$ cat src/rtl/fcwc_pkg.sv
// Package for the flash command and write-control host controller.
// Assumes a 20 MHz reference clock and a byte-wide asynchronous flash device.
package fcwc_pkg;
  localparam int ADDR_W = 21;
  localparam int DATA_W = 8;
  localparam int GROUP_MSB = 20;
  localparam int GROUP_LSB = 18;
  localparam logic [7:0] ID_MFR_LOW = 8'h00;
  localparam logic [7:0] ID_DEV_LOW = 8'h01;
  localparam logic [7:0] ID_PROT_LOW = 8'h02;
  localparam logic [7:0] PROT_YES = 8'h01;
  localparam logic [7:0] PROT_NO = 8'h00;
  localparam logic [7:0] RESET_CMD_DEFAULT = 8'hf0;
  localparam logic [7:0] ID_CMD_DEFAULT = 8'h90;
  localparam logic [20:0] UNLOCK1_ADDR_DEFAULT = 21'h000555;
  localparam logic [7:0] UNLOCK1_DATA_DEFAULT = 8'haa;
  localparam logic [20:0] UNLOCK2_ADDR_DEFAULT = 21'h0002aa;
  localparam logic [7:0] UNLOCK2_DATA_DEFAULT = 8'h55;
  localparam int CLK_PERIOD_NS = 50;
  localparam int SETUP_NS = 100;
  localparam int PULSE_NS = 100;
  localparam int SETUP_CYC = (SETUP_NS + CLK_PERIOD_NS - 1) / CLK_PERIOD_NS;
  localparam int PULSE_CYC = (PULSE_NS + CLK_PERIOD_NS - 1) / CLK_PERIOD_NS;
  localparam logic [3:0] SETUP_CNT = 4'(SETUP_CYC);
  localparam logic [3:0] PULSE_CNT = 4'(PULSE_CYC);
  localparam logic [3:0] CNT_ZERO = 4'h0;
  localparam logic [3:0] CNT_ONE = 4'h1;
  localparam int SYNC_CYC = 3;
  localparam logic [3:0] READ_PULSE_CNT = 4'(PULSE_CYC + SYNC_CYC);
  localparam int TLE_BIT = 5;

  typedef enum logic [1:0] {
    FCWC_OP_WRITE,
    FCWC_OP_READ,
    FCWC_OP_RESET,
    FCWC_OP_IDENT
  } fcwc_op_type;

  typedef struct packed {
    fcwc_op_type op;
    logic [20:0] addr;
    logic [7:0] data;
  } fcwc_req_type;

  typedef struct packed {
    logic chip_en_n;
    logic write_en_n;
    logic out_en_n;
  } fcwc_strobe_type;
endpackage : fcwc_pkg

$ cat src/rtl/fcwc_host.sv
// Host-side controller driving the flash strobes, address and data pins.
// Assumes the device is a plain asynchronous byte-wide flash; the elevated
// reset voltage is produced off chip from the hv_reset_en_o request.
`timescale 1ns/1ps
`default_nettype none
// Functional notes
// - Elevated reset pin enters temporary unprotect mode.
// - Host writes with chip, write low, output high.
// - Host resets after timeout flag or identification; the code writes RESET_CMD only on an FCWC_OP_RESET request.
// - Two unlocks plus identification command enter mode.
module fcwc_host
  import fcwc_pkg::*;
#(
  parameter logic [20:0] UNLOCK1_ADDR = UNLOCK1_ADDR_DEFAULT,
  parameter logic [7:0] UNLOCK1_DATA = UNLOCK1_DATA_DEFAULT,
  parameter logic [20:0] UNLOCK2_ADDR = UNLOCK2_ADDR_DEFAULT,
  parameter logic [7:0] UNLOCK2_DATA = UNLOCK2_DATA_DEFAULT,
  parameter logic [7:0] RESET_CMD = RESET_CMD_DEFAULT,
  parameter logic [7:0] ID_CMD = ID_CMD_DEFAULT
) (
  input wire logic ref_clk_i,
  input wire logic rst_i,
  input wire logic clk_en_i,
  input wire fcwc_req_type req_i,
  input wire logic req_valid_i,
  output logic req_ready_o,
  output logic [7:0] rd_data_o,
  output logic rd_valid_o,
  output logic ident_mode_o,
  output logic timeout_seen_o,
  input wire logic unprotect_req_i,
  output logic hv_reset_en_o,
  output fcwc_strobe_type strobe_o,
  output logic [20:0] addr_o,
  output logic [7:0] data_o,
  output logic data_oe_o,
  input wire logic [7:0] data_i
);
  // The phase counter is four bits wide, so longer phases cannot be served.
  if (SETUP_CYC < 1 || PULSE_CYC < 1 || SETUP_CYC > 15 || PULSE_CYC + SYNC_CYC > 15)
  begin : g_bad_timing
    $error("fcwc_host: timing counts out of range.");
  end

  typedef enum logic [2:0] {
    FCWC_IDLE,
    FCWC_SETUP,
    FCWC_PULSE,
    FCWC_HOLD
  } fcwc_state_type;

  typedef enum logic [2:0] {
    SEQ_NONE,
    SEQ_U1,
    SEQ_U2,
    SEQ_CMD
  } fcwc_seq_type;

  fcwc_state_type state;
  fcwc_state_type next_state;
  fcwc_seq_type seq;
  fcwc_seq_type next_seq;
  logic [3:0] cnt;
  logic [3:0] next_cnt;
  fcwc_req_type cur;
  fcwc_req_type next_cur;
  fcwc_strobe_type strobe;
  fcwc_strobe_type next_strobe;
  logic [20:0] addr;
  logic [20:0] next_addr;
  logic [7:0] wdata;
  logic [7:0] next_wdata;
  logic oe;
  logic next_oe;
  logic [7:0] rdata;
  logic [7:0] next_rdata;
  logic rvalid;
  logic next_rvalid;
  logic ident;
  logic next_ident;
  logic tmo;
  logic next_tmo;
  logic hv;
  logic next_hv;
  logic [7:0] data_s;

  fcwc_sync #(
    .WIDTH(DATA_W)
  ) u_sync (
    .ref_clk_i(ref_clk_i),
    .rst_i(rst_i),
    .clk_en_i(clk_en_i),
    .async_i(data_i),
    .sync_o(data_s)
  );

  function automatic logic is_write(input fcwc_op_type op);
    is_write = (op != FCWC_OP_READ);
  endfunction : is_write

  assign req_ready_o = (state == FCWC_IDLE) && (seq == SEQ_NONE);

  always_comb
  begin
    next_state = state;
    next_seq = seq;
    next_cnt = cnt;
    next_cur = cur;
    next_strobe = strobe;
    next_addr = addr;
    next_wdata = wdata;
    next_oe = oe;
    next_rdata = rdata;
    next_rvalid = 1'b0;
    next_ident = ident;
    next_tmo = tmo;
    next_hv = unprotect_req_i;
    case (state)
      FCWC_IDLE:
      begin
        if (seq == SEQ_U1 || seq == SEQ_U2 || seq == SEQ_CMD)
        begin
          // Unlocks and identification command are written from UNLOCK1_ADDR, UNLOCK2_ADDR and ID_CMD, not the stored request.
          next_state = FCWC_SETUP;
          next_cnt = SETUP_CNT;
          next_oe = 1'b1;
          next_addr = (seq == SEQ_U1) ? UNLOCK1_ADDR :
                      (seq == SEQ_U2) ? UNLOCK2_ADDR : UNLOCK1_ADDR;
          next_wdata = (seq == SEQ_U1) ? UNLOCK1_DATA :
                       (seq == SEQ_U2) ? UNLOCK2_DATA : ID_CMD;
        end
        else if (req_valid_i)
        begin
          next_cur = req_i;
          next_state = FCWC_SETUP;
          next_cnt = SETUP_CNT;
          next_addr = req_i.addr;
          next_wdata = req_i.data;
          next_oe = is_write(req_i.op);
          if (req_i.op == FCWC_OP_RESET)
          begin
            next_wdata = RESET_CMD;
          end
          else if (req_i.op == FCWC_OP_IDENT)
          begin
            next_seq = SEQ_U1;
            next_state = FCWC_IDLE;
            next_oe = 1'b0;
          end
        end
      end
      FCWC_SETUP:
      begin
        // Output enable is parked high for writes and unlock steps, and driven low for reads, before chip enable falls.
        next_strobe.out_en_n = is_write(cur.op) || seq != SEQ_NONE;
        if (cnt == CNT_ONE)
        begin
          next_state = FCWC_PULSE;
          next_cnt = PULSE_CNT;
          next_strobe.chip_en_n = 1'b0;
          if (next_strobe.out_en_n)
          begin
            next_strobe.write_en_n = 1'b0;
          end
          else
          begin
            // Reads stay low long enough for the byte to cross the pin synchroniser.
            next_strobe.write_en_n = 1'b1;
            next_cnt = READ_PULSE_CNT;
          end
        end
        else
        begin
          next_cnt = cnt - CNT_ONE;
        end
      end
      FCWC_PULSE:
      begin
        if (cnt == CNT_ONE)
        begin
          // Both strobes rise together; the data stays driven through the hold phase.
          next_state = FCWC_HOLD;
          next_cnt = SETUP_CNT;
          next_strobe.write_en_n = 1'b1;
          next_strobe.chip_en_n = 1'b1;
          if (!strobe.out_en_n)
          begin
            // The flag is only meaningful on a byte the device is really driving.
            next_rdata = data_s;
            next_tmo = tmo | (data_s[TLE_BIT] & ~ident);
          end
        end
        else
        begin
          next_cnt = cnt - CNT_ONE;
        end
      end
      FCWC_HOLD:
      begin
        if (cnt == CNT_ONE)
        begin
          next_state = FCWC_IDLE;
          next_oe = 1'b0;
          next_strobe.out_en_n = 1'b1;
          if (seq == SEQ_U1)
          begin
            next_seq = SEQ_U2;
          end
          else if (seq == SEQ_U2)
          begin
            next_seq = SEQ_CMD;
          end
          else if (seq == SEQ_CMD)
          begin
            next_seq = SEQ_NONE;
            next_ident = 1'b1;
          end
          else if (cur.op == FCWC_OP_READ)
          begin
            next_rvalid = 1'b1;
          end
          else if (cur.op == FCWC_OP_RESET)
          begin
            next_ident = 1'b0;
            next_tmo = 1'b0;
          end
        end
        else
        begin
          next_cnt = cnt - CNT_ONE;
        end
      end
      default:
      begin
        next_state = FCWC_IDLE;
      end
    endcase
  end

  always_ff @(posedge ref_clk_i or posedge rst_i)
  begin
    if (rst_i)
    begin
      state <= FCWC_IDLE;
      seq <= SEQ_NONE;
      cnt <= CNT_ZERO;
      cur <= '0;
      strobe <= '1;
      addr <= '0;
      wdata <= '0;
      oe <= 1'b0;
      rdata <= '0;
      rvalid <= 1'b0;
      ident <= 1'b0;
      tmo <= 1'b0;
      hv <= 1'b0;
    end
    else if (clk_en_i)
    begin
      state <= next_state;
      seq <= next_seq;
      cnt <= next_cnt;
      cur <= next_cur;
      strobe <= next_strobe;
      addr <= next_addr;
      wdata <= next_wdata;
      oe <= next_oe;
      rdata <= next_rdata;
      rvalid <= next_rvalid;
      ident <= next_ident;
      tmo <= next_tmo;
      hv <= next_hv;
    end
  end

  assign strobe_o = strobe;
  assign addr_o = addr;
  assign data_o = wdata;
  assign data_oe_o = oe;
  assign rd_data_o = rdata;
  assign rd_valid_o = rvalid;
  assign ident_mode_o = ident;
  assign timeout_seen_o = tmo;
  assign hv_reset_en_o = hv;

  write_strobes_a: assert property (@(posedge ref_clk_i) disable iff (rst_i)
    (!strobe.write_en_n) |-> (!strobe.chip_en_n && strobe.out_en_n && oe))
    else $error("Write strobe without legal companion strobes.");
  addr_stable_a: assert property (@(posedge ref_clk_i) disable iff (rst_i)
    (!strobe.chip_en_n && $past(!strobe.chip_en_n)) |-> $stable(addr))
    else $error("Address moved during a strobe.");
  data_hold_a: assert property (@(posedge ref_clk_i) disable iff (rst_i)
    ($rose(strobe.write_en_n) && clk_en_i) |-> (oe && $stable(wdata)))
    else $error("Data not held at write enable rise.");
  bus_turn_a: assert property (@(posedge ref_clk_i) disable iff (rst_i)
    (!strobe.out_en_n) |-> (!oe && strobe.write_en_n))
    else $error("Output enable active while the host drives data.");
  ident_entry_a: assert property (@(posedge ref_clk_i) disable iff (rst_i)
    $rose(ident) |-> $past(seq) == SEQ_CMD)
    else $error("Identification entered without its sequence.");
endmodule : fcwc_host
`default_nettype wire

$ cat src/rtl/fcwc_sync.sv
// Three-stage input synchroniser for pins arriving from the flash device.
// Assumes one clock; the change is taken once stages two and three agree.
`timescale 1ns/1ps
`default_nettype none
module fcwc_sync #(
  parameter int WIDTH = 1
) (
  input wire logic ref_clk_i,
  input wire logic rst_i,
  input wire logic clk_en_i,
  input wire logic [WIDTH-1:0] async_i,
  output logic [WIDTH-1:0] sync_o
);
  logic [WIDTH-1:0] stage1;
  logic [WIDTH-1:0] stage2;
  logic [WIDTH-1:0] stage3;
  logic [WIDTH-1:0] held;
  logic [WIDTH-1:0] next_held;

  always_comb
  begin
    next_held = held;
    for (int i = 0; i < WIDTH; i++)
    begin
      if (stage2[i] == stage3[i])
      begin
        next_held[i] = stage3[i];
      end
    end
  end

  always_ff @(posedge ref_clk_i or posedge rst_i)
  begin
    if (rst_i)
    begin
      stage1 <= '0;
      stage2 <= '0;
      stage3 <= '0;
      held <= '0;
    end
    else if (clk_en_i)
    begin
      stage1 <= async_i;
      stage2 <= stage1;
      stage3 <= stage2;
      held <= next_held;
    end
  end

  assign sync_o = held;
endmodule : fcwc_sync
`default_nettype wire

$ cat config.mk
export PLATFORM = sky130hd
export DESIGN_NAME = fcwc_host
export DESIGN_NICKNAME = d
export VERILOG_FILES = /design/src/rtl/fcwc_pkg.sv /design/src/rtl/fcwc_host.sv /design/src/rtl/fcwc_sync.sv
export SDC_FILE = /design/constraint.sdc
export NUM_CORES = 1
export LEC_CHECK = 0
export BUFFER_PORTS_ARGS = -buffer_cell sky130_fd_sc_hd__buf_2
export CORE_MARGIN = 4
export CORE_UTILIZATION = 30
export CTS_CLUSTER_SIZE = 10
export DETAILED_ROUTE_END_ITERATION = 8
export GPL_ROUTABILITY_DRIVEN = 0
export HOLD_SLACK_MARGIN = 0.03
export PLACE_DENSITY = 0.55
export RECOVER_POWER = 100
export SLEW_MARGIN = 20
export SYNTH_ARGS = -nofsm -noshare
export SYNTH_HDL_FRONTEND = slang
export SYNTH_SLANG_ARGS = --single-unit
$ cat constraint.sdc
create_clock -name ref_clk_i -period 2.8 [get_ports ref_clk_i]
set_input_delay 0 -clock ref_clk_i [delete_from_list [all_inputs] [get_ports ref_clk_i]]
set_output_delay 0 -clock ref_clk_i [all_outputs]
set_load 0.02 [all_outputs]
======== Word level (Yosys, flattened, before mapping) ========
Index checks and enable logic that the tools add are counted.
word-level totals
  input port bits ......................... 44
  bits in registers ....................... 89
  output and inout port bits .............. 46
cells by class
  add/subtract/negate cells ............... 1
  reduce and logical (&&, ||, !) cells .... 33
  bitwise logic cells ..................... 7
  multiplexer cells ....................... 61
  eq/ne operators ......................... 38
operators with widths
  cell                                                   number
  two-way mux 21 bit                                     2
  two-way mux 3 bit                                      14
  two-way mux 8 bit                                      5
  inequality test 2 bit, second input constant           14
  two-way mux 1 bit                                      24
  two-way mux 11 bit                                     2
  two-way mux 4 bit                                      5
  AND reduction 4 bit                                    5
  case mux 4 bit (4 select lines)                        1
  AND reduction 2 bit                                    8
  == test 3 x 2 -> 1 bit, second input constant          4
  case mux 3 bit (4 select lines)                        1
  nonzero test 2 bit                                     6
  AND reduction 10 bit                                   1
  == test 1 bit                                          8
  AND reduction 8 bit                                    1
  AND reduction 7 bit                                    1
  == test 2 bit, second input constant                   3
  == test 3 x 1 -> 1 bit, second input constant          2
  zero test 3 bit                                        2
  inequality test 2 x 1 -> 1 bit, second input constant  3
  case mux 1 bit (2 select lines)                        3
  case mux 3 bit (2 select lines)                        1
  AND reduction 3 bit                                    2
  15 further kinds                                       22

======== Longest topological paths before layout ========
Gate-level depths: netlist (run 1).
  depth after elaboration ................. 8
  gate-level depth with buffers ........... 9

======== Modules after synthesis ========
A second synthesis (run 1) with hierarchy kept.
unflattened totals
  cell total of the unflattened synthesis .. 364
  area, all modules ....................... 4115.2 sq um
by module, submodules not included
  module     seq. area each (sq um)  instances  area an instance (sq um)  cells each
  fcwc_host  1380.1                  1          2824.0                    277
  fcwc_sync  800.8                   1          1291.2                    87

======== Least setup slack after synthesis (run 1) ========
Ideal clock, no wire load.
  path type ............................... register to register
  start ................................... register cnt[1]
  end ..................................... register rdata[0], in the netlist rd_data_o[0]
  buffers on the path ..................... 1
  data required time ...................... 2.675 ns
  path slack .............................. 1.014 ns
  data arrival time ....................... 1.661 ns
  setup time .............................. 0.125 ns
  period minus slack after synthesis ...... 1.786 ns
  cell stages (with the launch flop) ...... 8
  cells stage by stage .................... dfrtp_1 > inv_1 > ha_1 > or3b_1 > buf_6 > nor2_8 > nand3b_4 > mux2_4
on the way
  longest elaborated chain between the ends .. 2
RTL lines
  what                           line              text
  start, declared                fcwc_host.sv:63   logic [3:0] cnt;
  start signal, assigned         fcwc_host.sv:262  cnt <= next_cnt;
  == test 4 x 1 -> 1 bit         fcwc_host.sv:179  if (cnt == CNT_ONE)
  AND reduction 4 bit (no line)  -
  end signal, assigned           fcwc_host.sv:268  rdata <= next_rdata;
  end, declared                  fcwc_host.sv:75   logic [7:0] rdata;
Every way passes these cells.
A chain may end at the register's enable or synchronous reset.

======== Worst setup path after layout (run 1) ========
  start ................................... register cnt[1]
  end ..................................... register rdata[6], in the netlist rd_data_o[6]
The elaborated chain is that of the path after synthesis.

==> reports/summary.txt, run 1 <==
CP max stage cell: or3b_1
HP Class: primary input to register
TritonCTS clock tree: done
Post-Synth Simple-Gate Area: 0.1290
Vias per cell: 4.652
Met2 WL: 4254 um
Failing checks: max-capacitance violations, max-slew violations
Initial drt markers: 131
CTS Root Cell: clkbuf_16
Share of post-route cells with drive strength above 1: 0.1757
Ys flop type: dfrtp_1
Largest net degree at the start of global routing: 47
Synth area leader: dfrtp_1
IO Count: 90
Mux cell area share after synthesis: 0.09408
Static Leak: 2.391 nW
Overall power: 0.005200 W
Final hold vios: 0
Status: finished, violations left
Core ar.: 12770 um^2
Crit-path max cell delay: 0.50 ns
Post-synth ARST share: 1.000
Synth Area in Compound Gates: 0.1488
Share of the synthesized area in the top cell type: 0.5286
Std-Cell Rows: 41
Crit path buf inv count: 1
WL/cell: 13.82 um
Syn Nets: 437
Netlist Area Pre-Place: 3976 um^2
Num Clock Sinks: 87
WL final: 9533 um
Area of the die: 15160 um^2
RSZ-0062 raised after global routing: false
Storage cell area: 2181 um^2
Clk buf depth: 2
XOR/XNOR share of the synthesized area: 0
Setup crit start kind: register
Critical path cell sequence: inv_1 -> ha_1 -> or3b_1 -> nor2_1 -> nand3b_1 -> mux2_1
Worst setup EP type: register
Post-synth EDFFs: 0
Ant. Diodes: 0
Placed Cells: 631
Seq/Total Area, Yosys: 0.5485
Pwr dens: 1001 nW/um^2
H-tree depth: 3
Buffers added on ports: 89
Clk_lat worst skew: 0.33 ns
DR WL met3: 712 um
Dominant cells by area after synthesis: dfrtp_1 53%, o21ai_0 5.8%, nand2_1 5.8%, mux2_2 5.4%, a21oi_1 4.0%
Residual DRC: 0
VDD IR max: 0.0005354 V
Gr ovfl total: 0
Overall routing resource usage: 0.1335
Clock slew at reported path FFs: 0.06 ns
Final period utilization: 0.8151
Finished Layout Cells: 690
Antenna violations before repair: 0
Synth Area in Adders: 0.03776
Post-synthesis register bit count: 87
First-pass GRT wire length: 16300 um
Total number of vias: 3210
CTS buffer count: 9
Critical Setup Path Class: register to register
Tmin final: 2.282 ns
Max-cap violations: 1
Chip Width: 123.1 um
Area growth, synth to finish: 30.59%
Post-route ant nets: 0
Headroom to the max-slew limit: -0.01660
Die Ht: 123.1 um
Top sig layer: met4
Netlist cell types: 50
Setup Viol. Count Final: 0
Hold_ws: 0.07588 ns
Final HPWL DP: 6631 um
Worst Path Arrival: 2.50 ns
Vias in the first global route: 3299
FMAX: 438.2 MHz
Syn Inst Count: 381
Clk_skew: 0.008361 ns
Layout Nets: 569
DP Area: 4603 um^2
Worst Tran Pin Value: 1.517 ns
WP data required: 3.01 ns
Final Max Tran Viols: 36
Drt pass-1 iters: 4
Setup_tns: 0 ns
Final Instance Area: 5192 um^2
M1 WL: 4486 um
YS warnings: 0
Area of the multi-input gates: 1554 um^2
Largest family of logic cells by synthesized area: compound AO/OA/AOI/OAI gates
Initial Util: 0.3113
Filler cell count: 1282
Largest delay share family, worst path: simple AND/OR/NAND/NOR gates
Max FO, Critical Path: 9
Syn avg cell area: 10.44 um^2
==> synth_stat cells (2+ instances only) <==
cell type  count
nor2_1        18
mux2_4         8
o2bb2ai_1      2
o21ai_0       46
a21o_1         2
buf_1          4
inv_1         23
o31ai_1        3
nor3_1         4
or2_2          2
ha_1          12
a21oi_1       32
clkbuf_1       7
mux2i_1        4
nor4_1         2
buf_2          4
dfrtp_1       84
dfstp_2        3
mux2_2        19
nand2_1       61
a22o_1         2
nand3_1       11
==> cell type report <==
cell class / instances / area share
Sequential cell: 87 / 0.4200
Multi-Input combinational cell: 254 / 0.2993
Timing Repair Buffer: 138 / 0.1641
Clock buffer: 9 / 0.04337
Tap cell: 172 / 0.04145
Inverter: 23 / 0.01687
Clock inverter: 7 / 0.01494
==> layout by cell type, fill, tap and decap left out, drive strengths merged, types with 2 or more instances in the layout <==
master	instances
o31ai	3
nand2	61
dfrtp	84
dfstp	3
o21ai	46
buf	44
a21o	2
clkinv	2
ha	12
nor2	19
a22o	2
clkinvlp	2
nor3	5
inv	25
a21oi	34
mux2	27
nand3	11
mux2i	4
o2bb2ai	2
clkbuf	60
nor4	2
or2	2
dlygate4sd3	43
==> tightest hold or removal path, stage by stage <==
cell and delay [ns]:
buf_2 0.14, nand4_1 0.14, o21ai_0 0.08
==> worst paths after layout <==
path	startpoint	end	slack (ns)	cells after the start
setup / recovery	cnt[1]	rd_data_o[6]	0.52	6
hold / removal	req_valid_i	cur[30]	0.08	3
setup reg to reg	cnt[1]	rd_data_o[6]	0.52	6
hold reg to reg	addr_o[18]	addr_o[18]	0.48	2
max in group asynchronous	rst_i	addr_o[20]	0.89	4
min in group asynchronous	rst_i	u_sync.stage1[4]	0.55	3
==> power breakdown <==
group | internal (W) | total (W) | switching, W | leakage (nW)
Clock | 0.000701 | 0.00121 | 0.000509 | 0.147
Sequential | 0.00172 | 0.00203 | 0.000309 | 1.07
Combinational | 0.000690 | 0.00196 | 0.00127 | 1.18
==> layer usage <==
metal	track usage	up-vias
met5	0	-
li1	-	1581
met2	0.2015	99
met1	0.1860	1522
met3	0.04620	8
met4	0.02907	0
==> registers in the layout (all words and copies together) (netlist names) <==
| signal | flops |
|---|---|
| addr_o | 21 |
| data_o | 8 |
| rd_data_o | 8 |
| u_sync.stage1 | 8 |
| u_sync.stage2 | 8 |
| u_sync.stage3 | 8 |
| u_sync.sync_o | 8 |
| cnt | 4 |
| strobe_o | 3 |
| cur | 2 |
| seq | 2 |
| state | 2 |
| data_oe_o | 1 |
| hv_reset_en_o | 1 |
| ident_mode_o | 1 |
| rd_valid_o | 1 |
| timeout_seen_o | 1 |
==> metrics by stage <==
stage	setup WS [ns]	utilization
detailed placement	0.7350	0.3604
global placement	0.7829	0.3604
finish	0.5177	0.4065
floorplan	0.5548	-
global route	0.3200	0.4065
CTS	0.5365	0.4178
==> repair_timing <==
| item | CTS | global route |
|---|---|---|
| hold buffers | 43 | 0 |
| gates resized for setup | 0 | 0 |
| buffers inserted | 0 | 0 |
| endpoints found under the hold margin | 73 | 0 |
==> cell families after synthesis <==
family / count (synthesis)
DFF: 87
and+or+nand+nor: 110
muxes: 31
AOI/OAI and AO/OA: 101
buffers and inverters: 40
adders and majority gates: 12
No activity file was read; power rests on OpenSTA's default activity.
==> run 2: changes to the inputs <==
- ABC_AREA: unset -> 1
- clock period: 2.8 -> 2.15 ns (I/O delays scaled with it)
==> reports/summary.txt, run 2 <==
Status: complete, no violations
Post-synth ARST share: 1.000
Critical path cell sequence: inv_1 -> ha_1 -> nand2_1 -> nor2_2 -> buf_4 -> nor2_1 -> a21oi_1
Finished Layout Cells: 798
Netlist Area Pre-Place: 4119 um^2
Post-synth EDFFs: 0
Core ar.: 13350 um^2
Die Ht: 125.2 um
CP max stage cell: dfrtp_1
Largest register FFs: 21
Setup ws final: 0.2425 ns
First-pass GRT wire length: 16890 um
Most frequent cells in the layout: 173 x nand2_1, 84 x dfrtp_1, 46 x clkbuf_1
Drt pass-1 iters: 5
Overall routing resource usage: 0.1315
Ant. Diodes: 0
Final HPWL DP: 6862 um
Worst Path Arrival: 2.17 ns
FMAX: 524.2 MHz
Area of the die: 15670 um^2
Filler cell count: 1387
CTS buffer count: 9
Clk_lat worst skew: 0.35 ns
Initial Util: 0.3086
Post-route ant nets: 0
Share of post-route cells with drive strength above 1: 0.1286
TritonCTS clock tree: done
WP data required: 2.41 ns
Critical Setup Path Class: register to register
Largest net degree at the start of global routing: 67
Tmin final: 1.908 ns
WL/cell: 12.78 um
Netlist cell types: 29
Residual DRC: 0
Setup Viol. Count Final: 0
Area growth, synth to finish: 29.59%
Post-synth top cells: 171 x nand2_1, 84 x dfrtp_1, 43 x nor2_1
Worst setup EP type: register
Commonest non-fill, non-tap cell in the layout: nand2_1
Clock slew at reported path FFs: 0.06 ns
Clk_skew: 0.009146 ns
VDD IR max: 0.0004491 V
CTS Root Cell: clkbuf_16
Final period utilization: 0.8872
Met2 WL: 4443 um
Vias in the first global route: 3563
Gr ovfl total: 0
Ys flop type: dfrtp_1
Syn Inst Count: 489
Pwr dens: 1297 nW/um^2
Total number of vias: 3633
Largest delay share family, worst path: simple AND/OR/NAND/NOR gates
Chip Width: 125.2 um
Clk buf depth: 2
YS warnings: 0
Final Max Tran Viols: 0
Static Leak: 2.640 nW
Layout Nets: 674
Synth area leader: dfrtp_1
IO Count: 90
Top sig layer: met4
Std-Cell Rows: 42
Final hold vios: 0
HP Class: primary input to register
Syn Nets: 545
Setup crit start kind: register
WL final: 10200 um
Post-synthesis register bit count: 87
Crit-path max cell delay: 0.43 ns
M1 WL: 4778 um
Syn avg cell area: 8.423 um^2
Setup_tns: 0 ns
H-tree depth: 3
Max-cap violations: 0
Vias per cell: 4.553
Dominant cells by area after synthesis: dfrtp_1 51%, nand2_1 16%, nor2_1 3.9%, ha_1 3.6%, nand3_1 3.5%
Headroom to the max-slew limit: 0.2756
Buffers added on ports: 89
Antenna violations before repair: 0
DR WL met3: 735 um
Seq/Total Area, Yosys: 0.5295
Final Util: 0.3999
Num Clock Sinks: 87
Pre-CTS setup slack: 0.3659 ns
Postcts setup bufs: 0
Worst Tran Pin Value: 1.081 ns
Most common cell in the netlist: nand2_1
Share of the synthesized area in the top cell type: 0.5103
Initial drt markers: 223
Max FO, Critical Path: 16
Placed Cells: 742
RSZ-0062 raised after global routing: false
Crit path buf inv count: 2
==> run 2: cell types whose count changed in the layout (fill, tap and decap cells not counted), sizes merged, moves of 3 or more <==
cell	change
nor3	-3
o211ai	+3
mux2i	-4
nor2	+27
a21oi	-12
nand2	+114
mux2	-26
clkbuf	-5
buf	+4
inv	+16
nand3	+20
==> run 2: repair_timing <==
item	in CTS	in global routing
gates resized for setup	0	0
hold endpoints to repair	62	0
hold buffers	41	0
==> run 2: kinds of logic (layout without fill, tap and decap cells) <==
group / Yosys count / count (layout) / synth area share
fa+ha+maj: 12 / 12 / 0.03645
mux: 1 / 1 / 0.002734
flops: 87 / 87 / 0.5295
buf+inv: 57 / 190 / 0.06409
simple gates: 258 / 258 / 0.2582
xor+xnor: 1 / 1 / 0.002127
compound gates: 73 / 73 / 0.1069
==> run 2: worst paths after layout <==
| kind | end | cells past startpoint | startpoint | slack, ns |
|---|---|---|---|---|
| setup / recovery | addr_o[7] | 7 | state[0] | 0.24 |
| hold reg to reg | u_sync.stage2[5] | 2 | u_sync.stage2[5] | 0.47 |
| setup reg to reg | addr_o[7] | 7 | state[0] | 0.24 |
| max in group asynchronous | strobe_o[0] | 4 | rst_i | 0.90 |
| hold / removal | cnt[2] | 4 | clk_en_i | 0.07 |
| min in group asynchronous | u_sync.stage1[0] | 3 | rst_i | 0.39 |
==> run 2: metal layers <==
layer / up-vias / GRT usage
li1: 1813 / -
met2: 118 / 0.2003
met1: 1681 / 0.1725
met5: - / 0
met4: 0 / 0.06441
met3: 21 / 0.03710
==> run 2: power by group <==
part | internal (W) | switching (W)
Clock | 0.00102 | 0.000668
Combinational | 0.000850 | 0.00187
Sequential | 0.00217 | 0.000341
==> run 2: cell type report <==
cell class              instances  area (um^2)  area share
clock inverters                 6        93.84     0.01758
flip-flops and latches         87         2181      0.4086
inverters                      40        153.9     0.02883
repair buffers                135        848.3      0.1589
multi-input cells             345         1615      0.3026
well taps                     176        220.2     0.04126
clock buffers                   9        225.2     0.04219
==> run 2: tightest hold or removal path: stages <==
cell and delay (ns):
buf_2 0.17, nand2_1 0.11, nand2_1 0.05, nand2_1 0.05
==> run 2: stage by stage <==
step	cell area (um^2)	total power [W]	hold WS (ns)
3_3_place_gp	4727	0.005319	0.07211
4_1_cts	5456	0.007189	0.05336
2_1_floorplan	4123	0.004556	0.1127
3_5_place_dp	4727	0.005390	0.07339
5_1_grt	5338	0.007449	0.1044
6_report	5338	0.006923	0.07003
